**config.mk**
```make
export PLATFORM = sky130hd
export DESIGN_NAME = qdr_read_ctrl
export DESIGN_NICKNAME = d
export VERILOG_FILES = /design/src/include/qdr_pkg.sv /design/src/rtl/qdr_sck_edge.sv /design/src/rtl/qdr_read_ctrl.sv
export SDC_FILE = /design/constraint.sdc
export NUM_CORES = 1
export LEC_CHECK = 0
export BUFFER_PORTS_ARGS = -buffer_cell sky130_fd_sc_hd__buf_2
export CORE_MARGIN = 1
export CORE_UTILIZATION = 45
export CTS_CLUSTER_DIAMETER = 40
export DETAILED_ROUTE_END_ITERATION = 8
export PLACE_DENSITY = 0.65
export SYNTH_ARGS = -nofsm -noshare
export SYNTH_HDL_FRONTEND = slang
export SYNTH_SLANG_ARGS = --single-unit
```
**constraint.sdc**
```tcl
create_clock -name mclk -period 3.4 [get_ports mclk]
set_input_delay 0.17 -clock mclk [delete_from_list [all_inputs] [get_ports mclk]]
set_output_delay 0.17 -clock mclk [all_outputs]
set_load 0.03 [all_outputs]
```
**src/include/qdr_pkg.sv**
```systemverilog
// Constants, types and decode helpers for the quad/dual read command logic.
// Assumes SCK, CS# and I/O inputs are already synchronous to mclk.
package qdr_pkg;

  // Instruction codes
  localparam logic [7:0] QUAD_OUTPUT_READ_CMD = 8'h6b;
  localparam logic [7:0] QUAD_OUTPUT_READ_4BYTE_CMD = 8'h6c;
  localparam logic [7:0] DUAL_IO_READ_CMD = 8'hbb;
  localparam logic [7:0] DUAL_IO_READ_4BYTE_CMD = 8'hbc;

  // Mode byte upper nibble that keeps continuous mode
  localparam logic [3:0] MODE_CONT_NIBBLE = 4'ha;

  // Configuration register one layout
  localparam int CR_QUAD_BIT = 1;
  localparam int CR_LAT_LSB = 6;
  localparam int CR_LAT_MSB = 7;

  // Frame geometry
  localparam int ADDR_W = 32;
  localparam logic [5:0] CMD_LAST = 6'h07;
  localparam logic [5:0] MODE_LAST = 6'h03;
  localparam logic [5:0] ADDR3_BITS = 6'h18;
  localparam logic [5:0] ADDR4_BITS = 6'h20;
  localparam logic [1:0] QUAD_LAST_CHUNK = 2'h1;
  localparam logic [1:0] DUAL_LAST_CHUNK = 2'h3;
  localparam logic [3:0] QUAD_OE = 4'hf;
  localparam logic [3:0] DUAL_OE = 4'h3;
  localparam logic [7:0] ADDR3_MASK_HI = 8'h00;

  // Dummy cycles per latency code
  localparam logic [5:0] DUMMY_CODE0 = 6'h08;
  localparam logic [5:0] DUMMY_CODE1 = 6'h04;
  localparam logic [5:0] DUMMY_CODE2 = 6'h05;
  localparam logic [5:0] DUMMY_CODE3 = 6'h00;

  typedef enum logic [2:0] {
    ST_IDLE, ST_CMD, ST_ADDR, ST_MODE, ST_DUMMY, ST_DATA, ST_IGNORE
  } qdr_state_t;

  function automatic logic [5:0] qdr_dummy_cycles(input logic [1:0] code);
    case (code)
      2'h0: qdr_dummy_cycles = DUMMY_CODE0;
      2'h1: qdr_dummy_cycles = DUMMY_CODE1;
      2'h2: qdr_dummy_cycles = DUMMY_CODE2;
      default: qdr_dummy_cycles = DUMMY_CODE3;
    endcase
  endfunction : qdr_dummy_cycles

  // Pick the bits driven on a falling edge from the current byte
  function automatic logic [3:0] qdr_chunk(input logic [7:0] b, input logic [1:0] idx, input logic quad);
    if (quad) begin
      qdr_chunk = idx[0] ? b[3:0] : b[7:4];
    end else begin
      case (idx)
        2'h0: qdr_chunk = {2'h0, b[7:6]};
        2'h1: qdr_chunk = {2'h0, b[5:4]};
        2'h2: qdr_chunk = {2'h0, b[3:2]};
        default: qdr_chunk = {2'h0, b[1:0]};
      endcase
    end
  endfunction : qdr_chunk

endpackage : qdr_pkg

```
**src/rtl/qdr_sck_edge.sv**
```systemverilog
// Edge detection of SCK and CS# in the mclk domain.
// Assumes both inputs are synchronous to mclk and SCK is slower than mclk / 2.
`timescale 1ns/10ps
module qdr_sck_edge (
  input wire logic mclk,
  input wire logic rstn,
  input wire logic sck,
  input wire logic cs_n,
  output logic sck_rise,
  output logic sck_fall,
  output logic cs_rise,
  output logic cs_fall
);

  logic sck_reg;
  logic cs_n_reg;

  always_ff @(posedge mclk or negedge rstn) begin
    if (!rstn) begin
      sck_reg <= 1'b0;
      cs_n_reg <= 1'b1;
    end else begin
      sck_reg <= sck;
      cs_n_reg <= cs_n;
    end
  end

  assign sck_rise = sck & ~sck_reg & ~cs_n;
  assign sck_fall = ~sck & sck_reg & ~cs_n;
  assign cs_rise = cs_n & ~cs_n_reg;
  assign cs_fall = ~cs_n & cs_n_reg;

endmodule : qdr_sck_edge

```
**src/rtl/qdr_read_ctrl.sv**
```systemverilog
// Serial flash command logic for Quad Output Read and Dual I/O Read.
// Assumes mem_rd_data follows mem_addr within the same mclk cycle.
// Operation
// - Quad output read: 3/4-byte address by mode
// - Quad data: one nibble per falling edge
// - Quad dummy cycles ignore I/O lines
// - Address increments per byte, wraps to zero
// - Quad reads need configuration quad bit set
// - Dual I/O read: 3/4-byte address by mode
// - Dual address two bits per rising edge
// - Standard table: instruction, address, latency only
// - Enhanced table: instruction, address, mode, latency
// - Mode nibble A keeps continuous, skips instruction
// - Other nibble leaves continuous at CS rise
// - Short invalid frame leaves continuous mode
// - Mode cycles add to initial latency, not counted in it
// - Dual data: two bits per falling edge
// - Dummy count from latency code field
// - Instruction byte one bit per rising edge
// - External-address bit selects 4-byte addressing
// - Dummy counted falling to falling edge
`timescale 1ns/10ps
module qdr_read_ctrl (
  input wire logic mclk,
  input wire logic rstn,
  input wire logic sck,
  input wire logic cs_n,
  input wire logic [3:0] io_in,
  output logic [3:0] io_out,
  output logic [3:0] io_oe,
  input wire logic [7:0] config_register_one,
  input wire logic four_byte_addr_enable,
  input wire logic enhanced_latency_table,
  output logic [31:0] mem_addr,
  output logic mem_rd_en,
  input wire logic [7:0] mem_rd_data,
  output logic cont_mode
);

  logic sck_rise;
  logic sck_fall;
  logic cs_rise;
  logic cs_fall;

  qdr_sck_edge u_edge (
    .mclk(mclk),
    .rstn(rstn),
    .sck(sck),
    .cs_n(cs_n),
    .sck_rise(sck_rise),
    .sck_fall(sck_fall),
    .cs_rise(cs_rise),
    .cs_fall(cs_fall)
  );

  qdr_pkg::qdr_state_t state_reg, state_next;
  logic [5:0] cnt_reg, cnt_next;
  logic [5:0] addr_last_reg, addr_last_next;
  logic [31:0] shift_reg, shift_next;
  logic [31:0] addr_reg, addr_next;
  logic [7:0] mode_reg, mode_next;
  logic [1:0] chunk_reg, chunk_next;
  logic [3:0] io_out_reg, io_out_next;
  logic [3:0] io_oe_reg, io_oe_next;
  logic quad_reg, quad_next;
  logic mode_en_reg, mode_en_next;
  logic mode_done_reg, mode_done_next;
  logic addr4_reg, addr4_next;
  logic cont_reg, cont_next;

  // Decoding of the incoming instruction and configuration
  wire [7:0] op_byte = {shift_reg[6:0], io_in[0]};
  wire is_quad_rd = (op_byte == qdr_pkg::QUAD_OUTPUT_READ_CMD);
  wire is_quad_rd4 = (op_byte == qdr_pkg::QUAD_OUTPUT_READ_4BYTE_CMD);
  wire is_dual_rd = (op_byte == qdr_pkg::DUAL_IO_READ_CMD);
  wire is_dual_rd4 = (op_byte == qdr_pkg::DUAL_IO_READ_4BYTE_CMD);
  wire quad_enable = config_register_one[qdr_pkg::CR_QUAD_BIT];
  wire [1:0] latency_code = config_register_one[qdr_pkg::CR_LAT_MSB:qdr_pkg::CR_LAT_LSB];
  wire [5:0] dummy_total = qdr_pkg::qdr_dummy_cycles(latency_code);
  wire op_addr4 = is_quad_rd4 | is_dual_rd4 | four_byte_addr_enable;
  wire [5:0] op_bits = op_addr4 ? qdr_pkg::ADDR4_BITS : qdr_pkg::ADDR3_BITS;
  wire [5:0] dual_last = {1'b0, op_bits[5:1]} - 6'h01;
  wire [5:0] quad_last = op_bits - 6'h01;
  wire [5:0] cont_last = cont_addr_last(addr4_reg);

  // Address shifting, one bit for quad output, two for dual I/O
  wire [31:0] addr_shift = quad_reg ? {shift_reg[30:0], io_in[0]} : {shift_reg[29:0], io_in[1:0]};
  wire [31:0] addr_full = addr4_reg ? addr_shift : {qdr_pkg::ADDR3_MASK_HI, addr_shift[23:0]};
  wire [1:0] last_chunk = quad_reg ? qdr_pkg::QUAD_LAST_CHUNK : qdr_pkg::DUAL_LAST_CHUNK;
  wire [3:0] drive_val = qdr_pkg::qdr_chunk(mem_rd_data, chunk_reg, quad_reg);
  wire [3:0] oe_mask = quad_reg ? qdr_pkg::QUAD_OE : qdr_pkg::DUAL_OE;

  function automatic logic [5:0] cont_addr_last(input logic a4);
    cont_addr_last = a4 ? ({1'b0, qdr_pkg::ADDR4_BITS[5:1]} - 6'h01) : ({1'b0, qdr_pkg::ADDR3_BITS[5:1]} - 6'h01);
  endfunction : cont_addr_last

  always_comb begin
    state_next = state_reg;
    cnt_next = cnt_reg;
    addr_last_next = addr_last_reg;
    shift_next = shift_reg;
    addr_next = addr_reg;
    mode_next = mode_reg;
    chunk_next = chunk_reg;
    io_out_next = io_out_reg;
    io_oe_next = io_oe_reg;
    quad_next = quad_reg;
    mode_en_next = mode_en_reg;
    mode_done_next = mode_done_reg;
    addr4_next = addr4_reg;
    cont_next = cont_reg;
    if (cs_rise) begin
      state_next = qdr_pkg::ST_IDLE;
      io_oe_next = 4'h0;
      // Continuous mode survives only a completed mode byte with nibble A
      cont_next = mode_done_reg && (mode_reg[7:4] == qdr_pkg::MODE_CONT_NIBBLE);
      mode_done_next = 1'b0;
    end else if (cs_fall) begin
      cnt_next = 6'h00;
      chunk_next = 2'h0;
      shift_next = 32'h0;
      if (cont_reg) begin
        // No instruction: address follows directly
        state_next = qdr_pkg::ST_ADDR;
        quad_next = 1'b0;
        mode_en_next = 1'b1;
        addr_last_next = cont_last;
      end else begin
        state_next = qdr_pkg::ST_CMD;
      end
    end else begin
      case (state_reg)
        qdr_pkg::ST_CMD: begin
          if (sck_rise) begin
            shift_next = {shift_reg[30:0], io_in[0]};
            cnt_next = cnt_reg + 6'h01;
            if (cnt_reg == qdr_pkg::CMD_LAST) begin
              cnt_next = 6'h00;
              shift_next = 32'h0;
              addr4_next = op_addr4;
              if ((is_quad_rd || is_quad_rd4) && quad_enable) begin
                state_next = qdr_pkg::ST_ADDR;
                quad_next = 1'b1;
                mode_en_next = 1'b0;
                addr_last_next = quad_last;
              end else if (is_dual_rd || is_dual_rd4) begin
                state_next = qdr_pkg::ST_ADDR;
                quad_next = 1'b0;
                mode_en_next = enhanced_latency_table;
                addr_last_next = dual_last;
              end else begin
                state_next = qdr_pkg::ST_IGNORE;
              end
            end
          end
        end
        qdr_pkg::ST_ADDR: begin
          if (sck_rise) begin
            shift_next = addr_shift;
            cnt_next = cnt_reg + 6'h01;
            if (cnt_reg == addr_last_reg) begin
              cnt_next = 6'h00;
              addr_next = addr_full;
              state_next = mode_en_reg ? qdr_pkg::ST_MODE : qdr_pkg::ST_DUMMY;
            end
          end
        end
        qdr_pkg::ST_MODE: begin
          if (sck_rise) begin
            mode_next = {mode_reg[5:0], io_in[1:0]};
            cnt_next = cnt_reg + 6'h01;
            if (cnt_reg == qdr_pkg::MODE_LAST) begin
              cnt_next = 6'h00;
              mode_done_next = 1'b1;
              state_next = qdr_pkg::ST_DUMMY;
            end
          end
        end
        qdr_pkg::ST_DUMMY: begin
          // I/O inputs are not looked at here
          if (sck_fall) begin
            if (cnt_reg == dummy_total) begin
              state_next = qdr_pkg::ST_DATA;
              io_oe_next = oe_mask;
              io_out_next = drive_val;
              chunk_next = chunk_reg + 2'h1;
            end else begin
              cnt_next = cnt_reg + 6'h01;
            end
          end
        end
        qdr_pkg::ST_DATA: begin
          if (sck_fall) begin
            io_out_next = drive_val;
            chunk_next = chunk_reg + 2'h1;
          end
        end
        default: begin
          state_next = state_reg;
        end
      endcase
      // Byte finished: step the address, wrapping past the top
      if ((state_next == qdr_pkg::ST_DATA) && sck_fall && (chunk_reg == last_chunk)) begin
        addr_next = addr_reg + 32'h1;
        chunk_next = 2'h0;
      end
    end
  end

  always_ff @(posedge mclk or negedge rstn) begin
    if (!rstn) begin
      state_reg <= qdr_pkg::ST_IDLE;
      cnt_reg <= 6'h00;
      addr_last_reg <= 6'h00;
      shift_reg <= 32'h0;
      addr_reg <= 32'h0;
      mode_reg <= 8'h00;
      chunk_reg <= 2'h0;
      io_out_reg <= 4'h0;
      io_oe_reg <= 4'h0;
      quad_reg <= 1'b0;
      mode_en_reg <= 1'b0;
      mode_done_reg <= 1'b0;
      addr4_reg <= 1'b0;
      cont_reg <= 1'b0;
    end else begin
      state_reg <= state_next;
      cnt_reg <= cnt_next;
      addr_last_reg <= addr_last_next;
      shift_reg <= shift_next;
      addr_reg <= addr_next;
      mode_reg <= mode_next;
      chunk_reg <= chunk_next;
      io_out_reg <= io_out_next;
      io_oe_reg <= io_oe_next;
      quad_reg <= quad_next;
      mode_en_reg <= mode_en_next;
      mode_done_reg <= mode_done_next;
      addr4_reg <= addr4_next;
      cont_reg <= cont_next;
    end
  end

  assign io_out = io_out_reg;
  assign io_oe = io_oe_reg;
  assign mem_addr = addr_reg;
  assign mem_rd_en = (state_reg == qdr_pkg::ST_DUMMY) || (state_reg == qdr_pkg::ST_DATA);
  assign cont_mode = cont_reg;

endmodule : qdr_read_ctrl

```
==> run metrics, run 1 <==
vias in the first global route=5346; Die Y=roughly 120 um; Total GRT Usage=0.242; most common library cells after synthesis=99 x dfrtp_1, 73 x nand2_1, 56 x o21ai_0, 50 x a21oi_1, 50 x mux2i_1; PortBufs=60; initial antenna violation count=0; asr flop ratio synth=1.00; Yosys reg bits=100; RSZ-0062 raised after global routing=no; CTS tree=done; post-route ant nets=0; post-route minimum period=3010 ps; register area share after synthesis=0.394; final net count=780; fin util=0.520; mapped cell area=6350 um2; fin area=7190 um2; IO Count=68; syn_nets=741; slew of the pin with the lowest slew margin=1080 ps; HPWL Detailed=11.7 mm; Root Buffer=clkbuf_16; Fillers=approximately 1300; placed instance area=6850 um2; Final Hold Fails=0; Slew Limit Fails=0; Critical Path Max Stage Delay=approximately 530 ps; DRT iter0 DRCs=just over 500; slew margin rel.=0.280; vias per cell=6.16; Synth area leader=dfrtp_1; H-tree Lvls=3; max_cap viols=0; Synth top area share=0.390; Clk Latency, worst-skew pair=360 ps; synthesized area per cell=9.00 um2; hold slack final=63.3 ps; arrival time worst endpoint=roughly 3200 ps; Final Cycle Share=0.885; first-pass GRT wire length=around 28 mm; pin count of the biggest net entering global routing=65; post-synthesis cell type count=68; Tot Pwr=3620 uW; Num CTS Buffers=9; clk_skew=6.76 ps; top-count cell post-synth=dfrtp_1; Hold Path Class=input port to flip-flop; Ant. Diodes=0; post-CTS sizing=0; Critical Path RT=3630 ps; Die X=121 um; post-CTS setup buffer count=0; Cells after Synth=705; layout cell share with drive strength beyond 1=0.187; routability congestion estimate=approximately 1; Residual DRC=0; Max IR drop VDD=280 uV; wire length per cell=18.0 um; Worst setup SP type=flip-flop; clk sinks=100; aggregate global routing overflow=0; worst path cell trace=or3b_1 -> or4_1 -> o31ai_4 -> nand2_2 -> a21oi_4 -> buf_4 -> a21oi_1; final wirelength=16.8 mm; Core Box Area=~14000 um2; Max Freq=0.332 GHz; Post-synth top flop=dfrtp_1; drt first pass iters=5; Crit. End Element=flip-flop; Pleak=0.00309 uW; pwr dens=a little over 500 nW/um2; EDFF count, synth=0; crit-path max FO=27; Clock Path Buffers=2; Ys Warns=0; final setup vio count=0; critical path's slowest cell=dfrtp_1; Initial Util=0.459; outcome=finished clean; clock-pin transition on the worst setup and hold timing paths=70 ps; Crit Path Category=flip-flop to flip-flop; Sum Neg Setup Slack=0 ps; P&R area growth vs syn=13.3%; die area=14600 um2; Synth area leaders=dfrtp_1 39%, mux2i_1 7.9%, mux2_2 5.3%; Largest register FFs=32; Placement Rows=43; routed vias=about 5700
final timing paths:
path / from / end / slack (ps) / cells after the start
max: state_reg[1]$_DFF_PN0_ / mem_addr[28]$_DFFE_PN0P_ / 390 / 7
min: enhanced_latency_table / mode_en_reg$_DFFE_PN0P_ / 60 / 3
max reg2reg: state_reg[1]$_DFF_PN0_ / mem_addr[28]$_DFFE_PN0P_ / 390 / 7
min reg2reg: shift_reg[30]$_DFFE_PN0P_ / shift_reg[30]$_DFFE_PN0P_ / 480 / 2
max in group asynchronous: rstn / addr_last_reg[3]$_DFFE_PN0P_ / 2130 / 3
min in group asynchronous: rstn / io_out[1]$_DFFE_PN0P_ / 470 / 2
kinds of logic after synthesis:
group	synth area share
xor gates and xnor gates	0.0124
AOI/OAI and AO/OA	0.229
muxes	0.132
adders and majority gates	0.0197
buffers and inverters	0.0479
DFF	0.394
and+or+nand+nor	0.165
cells in the final DEF, fill, tap and decap left out, types with 3 or more instances in the layout:
| cell type | netlist | routed |
|---|---|---|
| dfrtp_1 | 99 | 99 |
| nand2_1 | 73 | 73 |
| buf_2 | 12 | 59 |
| o21ai_0 | 56 | 56 |
| a21oi_1 | 50 | 50 |
| mux2i_1 | 50 | 50 |
| o31ai_1 | 36 | 36 |
| mux2_2 | 30 | 30 |
| nor2_1 | 28 | 28 |
| nand3_1 | 24 | 24 |
| inv_1 | 22 | 22 |
| buf_4 | 2 | 16 |
| nand4_1 | 15 | 15 |
| o211ai_1 | 14 | 14 |
| nor3_1 | 12 | 12 |
| and3_1 | 10 | 10 |
| a31oi_1 | 10 | 10 |
| ha_1 | 10 | 10 |
| nor2b_1 | 9 | 9 |
| clkbuf_16 | 0 | 9 |
| xnor2_1 | 8 | 8 |
| a22o_1 | 8 | 8 |
| a21o_1 | 5 | 5 |
| nand2b_1 | 5 | 5 |
| or4_1 | 5 | 5 |
| a22oi_1 | 4 | 4 |
| or2_2 | 4 | 4 |
| o41ai_1 | 4 | 4 |
| nor3b_1 | 3 | 3 |
| nor4_1 | 3 | 3 |
| a41oi_1 | 3 | 3 |
| o21ai_1 | 4 | 3 |
| o22ai_1 | 3 | 3 |
| dlygate4sd3_1 | 0 | 3 |
critical path, delay by kind of cell (launching register included):
kind	cells	cell delay, ps
compound gates	3	690
flops	1	530
simple gates	3	1320
buf+inv	1	330
power by group:
| group | internal (uW) | switching (uW) | leakage, uW | total (uW) |
|---|---|---|---|---|
| Combinational | 357 | 541 | 0.00163 | 897 |
| Sequential | 1350 | 256 | 0.00131 | 1610 |
| Clock | 646 | 476 | 0.000149 | 1120 |
| Total | 2350 | 1270 | 0.00309 | 3620 |
stage by stage:
stage | setup slack [ps] | instances
CTS | 426 | 929
detailed placement | 443 | 910
global placement | 526 | 910
finish | 391 | 929
global route | 301 | 929
floorplan | 994 | 705
per-layer routing:
| layer | wire length [um] | GRT usage | part of all wire |
|---|---|---|---|
| met4 | 482 | 0.106 | 0.029 |
| met5 | 0 | 0 | 0 |
| met3 | 1120 | 0.0476 | 0.067 |
| met1 | 7990 | 0.350 | 0.48 |
| met2 | 7170 | 0.350 | 0.43 |
layout make-up:
type	count	area [um2]	area share
inverter	23	86.3	0.0120
tap	180	225	0.0313
sequential	100	2500	0.348
multi-input combinational	530	3580	0.497
timing repair buffer	80	485	0.0675
clock buffer	10	229	0.0318
clock inverter	6	88.8	0.0123
repair_timing:
action | 4_1_cts | 5_1_grt
endpoints found under the hold margin | 63 | 0
hold buffers | 3 | 0
setup endpoints to repair | 0 | 0
Note: power is estimated with default switching activity, not from simulation.
==> run 2, diff against run 1 <==
CELL_PAD_IN_SITES_DETAIL_PLACEMENT = 1   (was default)
CELL_PAD_IN_SITES_GLOBAL_PLACEMENT = 1   (was default)
PLACE_DENSITY = 0.81   (was 0.65)
SETUP_SLACK_MARGIN = 0.02   (was default)
==> run 2 against run 1 <==
Count of clock-buffer cells in the layout unchanged. First-iteration DRC count is 18% higher. Cell area about the same. Hold slack better by 17 ps. Global-route usage increased by 4.1 points. Non-clock buffer count is 2 higher. Via count increased by 4.0%. Clock skew grew 6.4 ps. Register-to-register slack improved by 190 ps. Wire length rose by 20%.
==> run metrics, run 2 (synthesis results as in run 1) <==
Final Hold Fails=0 (unchanged); Placement Rows=43 (unchanged); Crit. End Element=flip-flop (unchanged); crit-path max FO=24 (was 27); Max IR drop VDD=278 uV (was 280 uV); outcome=finished clean (unchanged); arrival time worst endpoint=3100 ps (was 3240 ps); pin count of the biggest net entering global routing=69 (was 65); Critical Path Max Stage Delay=550 ps (was 530 ps); vias in the first global route=5943 (was 5346); hold slack final=80.6 ps (was 63.3 ps); Residual DRC=0 (unchanged); Crit Reg-Reg Startpoint=state_reg[0]$_DFF_PN0_ (was state_reg[1]$_DFF_PN0_); H-tree Lvls=3 (unchanged); clock-pin transition on the worst setup and hold timing paths=80 ps (was 70 ps); P&R area growth vs syn=13.3% (about the same); Critical Path RT=3680 ps (was 3630 ps); Die Y=121 um (unchanged); Multi-input gate area=3560 um2 (was 3580 um2); Hold Crit Start=enhanced_latency_table (unchanged); Ant. Diodes=0 (unchanged); Max Freq=0.355 GHz (was 0.332 GHz); final setup vio count=0 (unchanged); Reg area=2500 um2 (unchanged); Sum Neg Setup Slack=0 ps (unchanged); Pleak=0.00310 uW (was 0.00309 uW); Die X=121 um (unchanged); layout cell share with drive strength beyond 1=0.190 (was 0.187); final net count=782 (was 780); Clk Latency, worst-skew pair=360 ps (about the same); Total GRT Usage=0.284 (was 0.242); drt first pass iters=4 (was 5); Initial Util=0.459 (unchanged); clk_skew=13.2 ps (was 6.76 ps); most common cell after layout, fill and taps aside=dfrtp_1 (unchanged); final wirelength=20.0 mm (was 16.8 mm); Num CTS Buffers=9 (unchanged); routed vias=5947 (was 5721); Crit Path Category=flip-flop to flip-flop (unchanged); critical path's slowest cell=o31a_1 (was dfrtp_1); pwr dens=512 nW/um2 (was 504 nW/um2); initial antenna violation count=0 (unchanged); Fillers=1605 (was 1299); slew of the pin with the lowest slew margin=1060 ps (was 1080 ps); Root Buffer=clkbuf_16 (unchanged); HPWL Detailed=13.8 mm (was 11.7 mm); post-route minimum period=2810 ps (was 3010 ps); wire length per cell=21.5 um (was 18.0 um); die area=14600 um2 (unchanged); fin cells=931 (was 929); PortBufs=60 (unchanged); Hold Path Class=input port to flip-flop (unchanged); CTS tree=done (unchanged); slew margin rel.=0.294 (was 0.280); DRT iter0 DRCs=606 (was 515); routability congestion estimate=0.885 (was 0.976); first-pass GRT wire length=32.2 mm (was 27.5 mm); commonest cells after routing, fill and taps aside=99 x dfrtp_1, 73 x nand2_1, 59 x buf_2 (unchanged); IO Count=68 (unchanged); fin util=0.520 (about the same); Slew Limit Fails=0 (unchanged); Setup crit start=state_reg[0]$_DFF_PN0_ (was state_reg[1]$_DFF_PN0_); Largest register FFs=32 (unchanged); post-route ant nets=0 (unchanged); post-CTS setup buffer count=0 (unchanged); worst path cell trace=or3b_1 -> or4_1 -> o31a_1 -> nor2_2 -> mux2_2 -> a21oi_1 (was or3b_1 -> or4_1 -> o31ai_4 -> nand2_2 -> a21oi_4 -> buf_4 -> a21oi_1); Final Cycle Share=0.828 (was 0.885); vias per cell=6.39 (was 6.16); Placed Instances=912 (was 910); Clock Path Buffers=2 (unchanged); Worst setup SP type=flip-flop (unchanged); aggregate global routing overflow=0 (unchanged); max_cap viols=0 (unchanged); Core Box Area=13800 um2 (unchanged); clk sinks=100 (unchanged); RSZ-0062 raised after global routing=no (unchanged)
==> run 2: cell types whose count changed in the layout (fill, tap and decap cells not counted) <==
| cell | change |
|---|---|
| buf_4 | +2 |
| clkinv_4 | +2 |
| bufinv_16 | -1 |
| clkbuf_1 | -1 |
| clkbuf_8 | +1 |
| clkinv_2 | -1 |
| clkinvlp_4 | -1 |
| inv_6 | +1 |
| o32ai_2 | +1 |
| o32ai_4 | -1 |
==> run 2: final timing paths <==
| path | slack (ps) | endpoint | depth (start not counted) |
|---|---|---|---|
| worst max-delay path | 590 | mem_addr[24]$_DFFE_PN0P_ | 6 |
| worst min-delay path | 80 | mode_en_reg$_DFFE_PN0P_ | 3 |
| worst max register to register | 590 | mem_addr[24]$_DFFE_PN0P_ | 6 |
| worst min register to register | 500 | addr_last_reg[1]$_DFFE_PN0P_ | 1 |
| max in group asynchronous | 1870 | shift_reg[9]$_DFFE_PN0P_ | 3 |
| min in group asynchronous | 500 | io_oe[2]$_DFFE_PN0P_ | 2 |
==> run 2: critical path: cells and delay by family, from the launching register on <==
family / cells / cell delay [ps]
compound gates: 2 / 700
mux: 1 / 370
simple gates: 3 / 1280
flops: 1 / 380
==> run 2: through the flow <==
| step | cell area (um2) | setup WS [ps] | power, uW |
|---|---|---|---|
| floorplan | 6350 | 994 | 2220 |
| global placement | 6850 | 677 | 2510 |
| detailed placement | 6850 | 633 | 2570 |
| CTS | 7190 | 625 | 3680 |
| global route | 7190 | 441 | 3860 |
| finish | 7190 | 586 | 3680 |
==> run 2: timing repair <==
action | CTS | global route
hold endpoints to repair | 61 | 0
setup endpoints to repair | 0 | 0
gates resized for setup | 0 | 0
hold buffers | 3 | 0
==> run 2: power by group <==
group | switching [uW] | total, uW | internal [uW] | leakage [uW]
logic | 625 | 992 | 367 | 0.00164
registers | 241 | 1590 | 1350 | 0.00131
clock network | 499 | 1100 | 598 | 0.000149
total | 1370 | 3680 | 2320 | 0.00310
==> run 2: final cells by class <==
| type | instances | share of cell area |
|---|---|---|
| Clock buffer | 10 | 0.0332 |
| Tap cell | 180 | 0.0313 |
| Inverter | 23 | 0.0120 |
| Clock inverter | 6 | 0.0101 |
| Sequential cell | 100 | 0.348 |
| Multi-Input combinational cell | 530 | 0.496 |
| Timing Repair Buffer | 82 | 0.0696 |
==> run 2: metal layers <==
metal,routed length [um],global-route usage,vias to the layer above
li1,-,-,2692
met1,9480,0.412,3035
met2,9220,0.434,192
met3,930,0.0368,28
met4,409,0.0965,0
met5,0,0,-
==> run 3, diff against run 2 <==
clock period = 2.9 ns   (was 3.4 ns; I/O delays follow)
==> run 3 against run 2 <==
The run now ends with hold timing left. Hold slack got worse by 130 ps. Worst setup slack got worse by 430 ps. Via count decreased by 0.42%. Cell area increased by 0.89%. Fmax increased by 2.6%. Sequential cell count unchanged. Final cell count increased by 1.1%. Critical endpoint is now mem_addr[13]$_DFFE_PN0P_.
==> run metrics, run 3 (synthesis results as in run 1) <==
outcome=finished with violations (was finished clean); failing checks=hold timing; Max IR drop VDD=292 uV (was 278 uV); Core Box Area=13800 um2 (unchanged); Psw=1600 uW (was 1370 uW); Initial Util=0.459 (unchanged); max_cap viols=0 (unchanged); post-route minimum period=2740 ps (was 2810 ps); WP depth=7 (was 6); IO Count=68 (unchanged); Root Buffer=clkbuf_16 (unchanged); Slew Limit Fails=0 (unchanged); combinational share of power=0.283 (was 0.270); wire length per cell=21.0 um (was 21.5 um); initial antenna violation count=1 (was 0); arrival time worst endpoint=2970 ps (was 3100 ps); routed vias=5922 (was 5947); routability congestion estimate=0.868 (was 0.885); Crit. End Element=flip-flop (unchanged); PortBufs=60 (unchanged); slew of the pin with the lowest slew margin=1150 ps (was 1060 ps); worst path bufs/invs=1 (was 0); slew margin rel.=0.237 (was 0.294); first-pass GRT wire length=32.0 mm (was 32.2 mm); Final Cycle Share=0.946 (was 0.828); CTS tree=done (unchanged); drt first pass iters=5 (was 4); Die X=121 um (unchanged); vias per cell=6.29 (was 6.39); H-tree Lvls=3 (unchanged); Switching Fraction=0.369 (was 0.371); vias in the first global route=5982 (was 5943); PnR worst setup slack=157 ps (was 586 ps); RSZ-0062 raised after global routing=no (unchanged); delay-heaviest family, CP=simple AND/OR/NAND/NOR gates (unchanged); crit-path max FO=23 (was 24); post-route ant nets=0 (unchanged); Clk Latency, worst-skew pair=350 ps (was 360 ps); worst path cell trace=or3b_1 -> or4_1 -> o31ai_4 -> nand2_2 -> a21oi_4 -> buf_4 -> a21oi_1 (was or3b_1 -> or4_1 -> o31a_1 -> nor2_2 -> mux2_2 -> a21oi_1); Clock Path Buffers=2 (unchanged); DRT iter0 DRCs=505 (was 606); hold slack final=-51.9 ps (was 80.6 ps); pin count of the biggest net entering global routing=85 (was 69); Placement Rows=43 (unchanged); post-place setup slack=163 ps (was 633 ps); fin util=0.525 (was 0.520); HPWL Detailed=13.6 mm (was 13.8 mm); Worst setup SP type=flip-flop (unchanged); Critical Path RT=3130 ps (was 3680 ps); Total GRT Usage=0.281 (was 0.284); Residual DRC=0 (unchanged); wire length on met2=9.14 mm (was 9.22 mm); final setup vio count=0 (unchanged); critical path's slowest cell=or4_1 (was o31a_1); die area=14600 um2 (unchanged); Largest register FFs=32 (unchanged); Max Freq=0.365 GHz (was 0.355 GHz); Crit Path Category=flip-flop to flip-flop (unchanged); commonest cells after routing, fill and taps aside=99 x dfrtp_1, 73 x nand2_1, 59 x buf_2 (unchanged); final net count=791 (was 782); Critical Path Max Stage Delay=500 ps (was 550 ps); Fillers=1633 (was 1605); Pleak=0.00314 uW (was 0.00310 uW); placed instance area=6930 um2 (was 6850 um2); post-CTS setup buffer count=0 (unchanged); Sum Neg Setup Slack=0 ps (unchanged); Int Pwr=2730 uW (was 2320 uW); clock-pin transition on the worst setup and hold timing paths=70 ps (was 80 ps); aggregate global routing overflow=0 (unchanged); Clock power frac=0.290 (was 0.298); DR WL met3=944 um (was 930 um); pwr dens=595 nW/um2 (was 512 nW/um2); P&R area growth vs syn=14.3% (was 13.3%); final wirelength=19.8 mm (was 20.0 mm); reg2reg path depth=7 (was 6); Num CTS Buffers=9 (unchanged); layout cell share with drive strength beyond 1=0.201 (was 0.190); Die Y=121 um (unchanged); DR top layer=met4 (unchanged); clk sinks=100 (unchanged); Hold Path Class=input port to asynchronous set/reset pin (was input port to flip-flop); fin area=7260 um2 (was 7190 um2); most common cell after layout, fill and taps aside=dfrtp_1 (unchanged); Seq pwr share=0.427 (was 0.432); M1 WL=9.29 mm (was 9.48 mm); Final Hold Fails=11 (was 0); clk_skew=5.08 ps (was 13.2 ps)
==> run 3: final cells by class <==
cell class                      count  area (um2)  share of cell area
Clock inverter                      7        77.6              0.0107
Inverter                           23        86.3              0.0119
Clock buffer                        9         225              0.0310
Antenna cell                        1        2.50            0.000345
Tap cell                          180         225              0.0310
Timing Repair Buffer               91         566              0.0779
Multi-Input combinational cell    530        3570               0.492
Sequential cell                   100        2500               0.345
==> run 3: path summary, 6_finish.rpt <==
| kind | slack, ps | startpoint | to |
|---|---|---|---|
| worst max-delay path | 160 | state_reg[0]$_DFF_PN0_ | mem_addr[13]$_DFFE_PN0P_ |
| worst min-delay path | -50 | rstn | io_oe[2]$_DFFE_PN0P_ |
| worst max register to register | 160 | state_reg[0]$_DFF_PN0_ | mem_addr[13]$_DFFE_PN0P_ |
| worst min register to register | 480 | mode_reg[0]$_DFFE_PN0P_ | mode_reg[0]$_DFFE_PN0P_ |
| max in group asynchronous | 2090 | rstn | mem_addr[11]$_DFFE_PN0P_ |
| min in group mclk | 40 | enhanced_latency_table | mode_en_reg$_DFFE_PN0P_ |
==> run 3: timing repair <==
| action | CTS | global route |
|---|---|---|
| endpoints found under the hold margin | 2 | 0 |
| gates resized for setup | 0 | 1 |
| endpoints found under the setup margin | 0 | 1 |
| hold buffers | 2 | 0 |
==> run 3: power by group through the flow <==
stage | clock (uW) | combinational, uW | sequential [uW]
floorplan | 0 | 787 | 1820
global placement | 0 | 1130 | 1840
detailed placement | 0 | 1190 | 1860
finish | 1250 | 1220 | 1850
CTS | 1270 | 1210 | 1840
global route | 1310 | 1340 | 1880
==> run 3: routing by layer <==
layer | vias up | GRT usage
li1 | 2713 | -
met1 | 3010 | 0.396
met2 | 169 | 0.442
met3 | 30 | 0.0401
met4 | 0 | 0.0980
met5 | - | 0
==> run 3: metrics by stage <==
stage / cells / hold WS [ps] / total power [uW]
global route: 940 / 64.0 / 4530
detailed placement: 922 / 328 / 3050
floorplan: 705 / -151 / 2600
global placement: 922 / 323 / 2970
finish: 941 / -51.9 / 4320
CTS: 940 / 34.3 / 4320
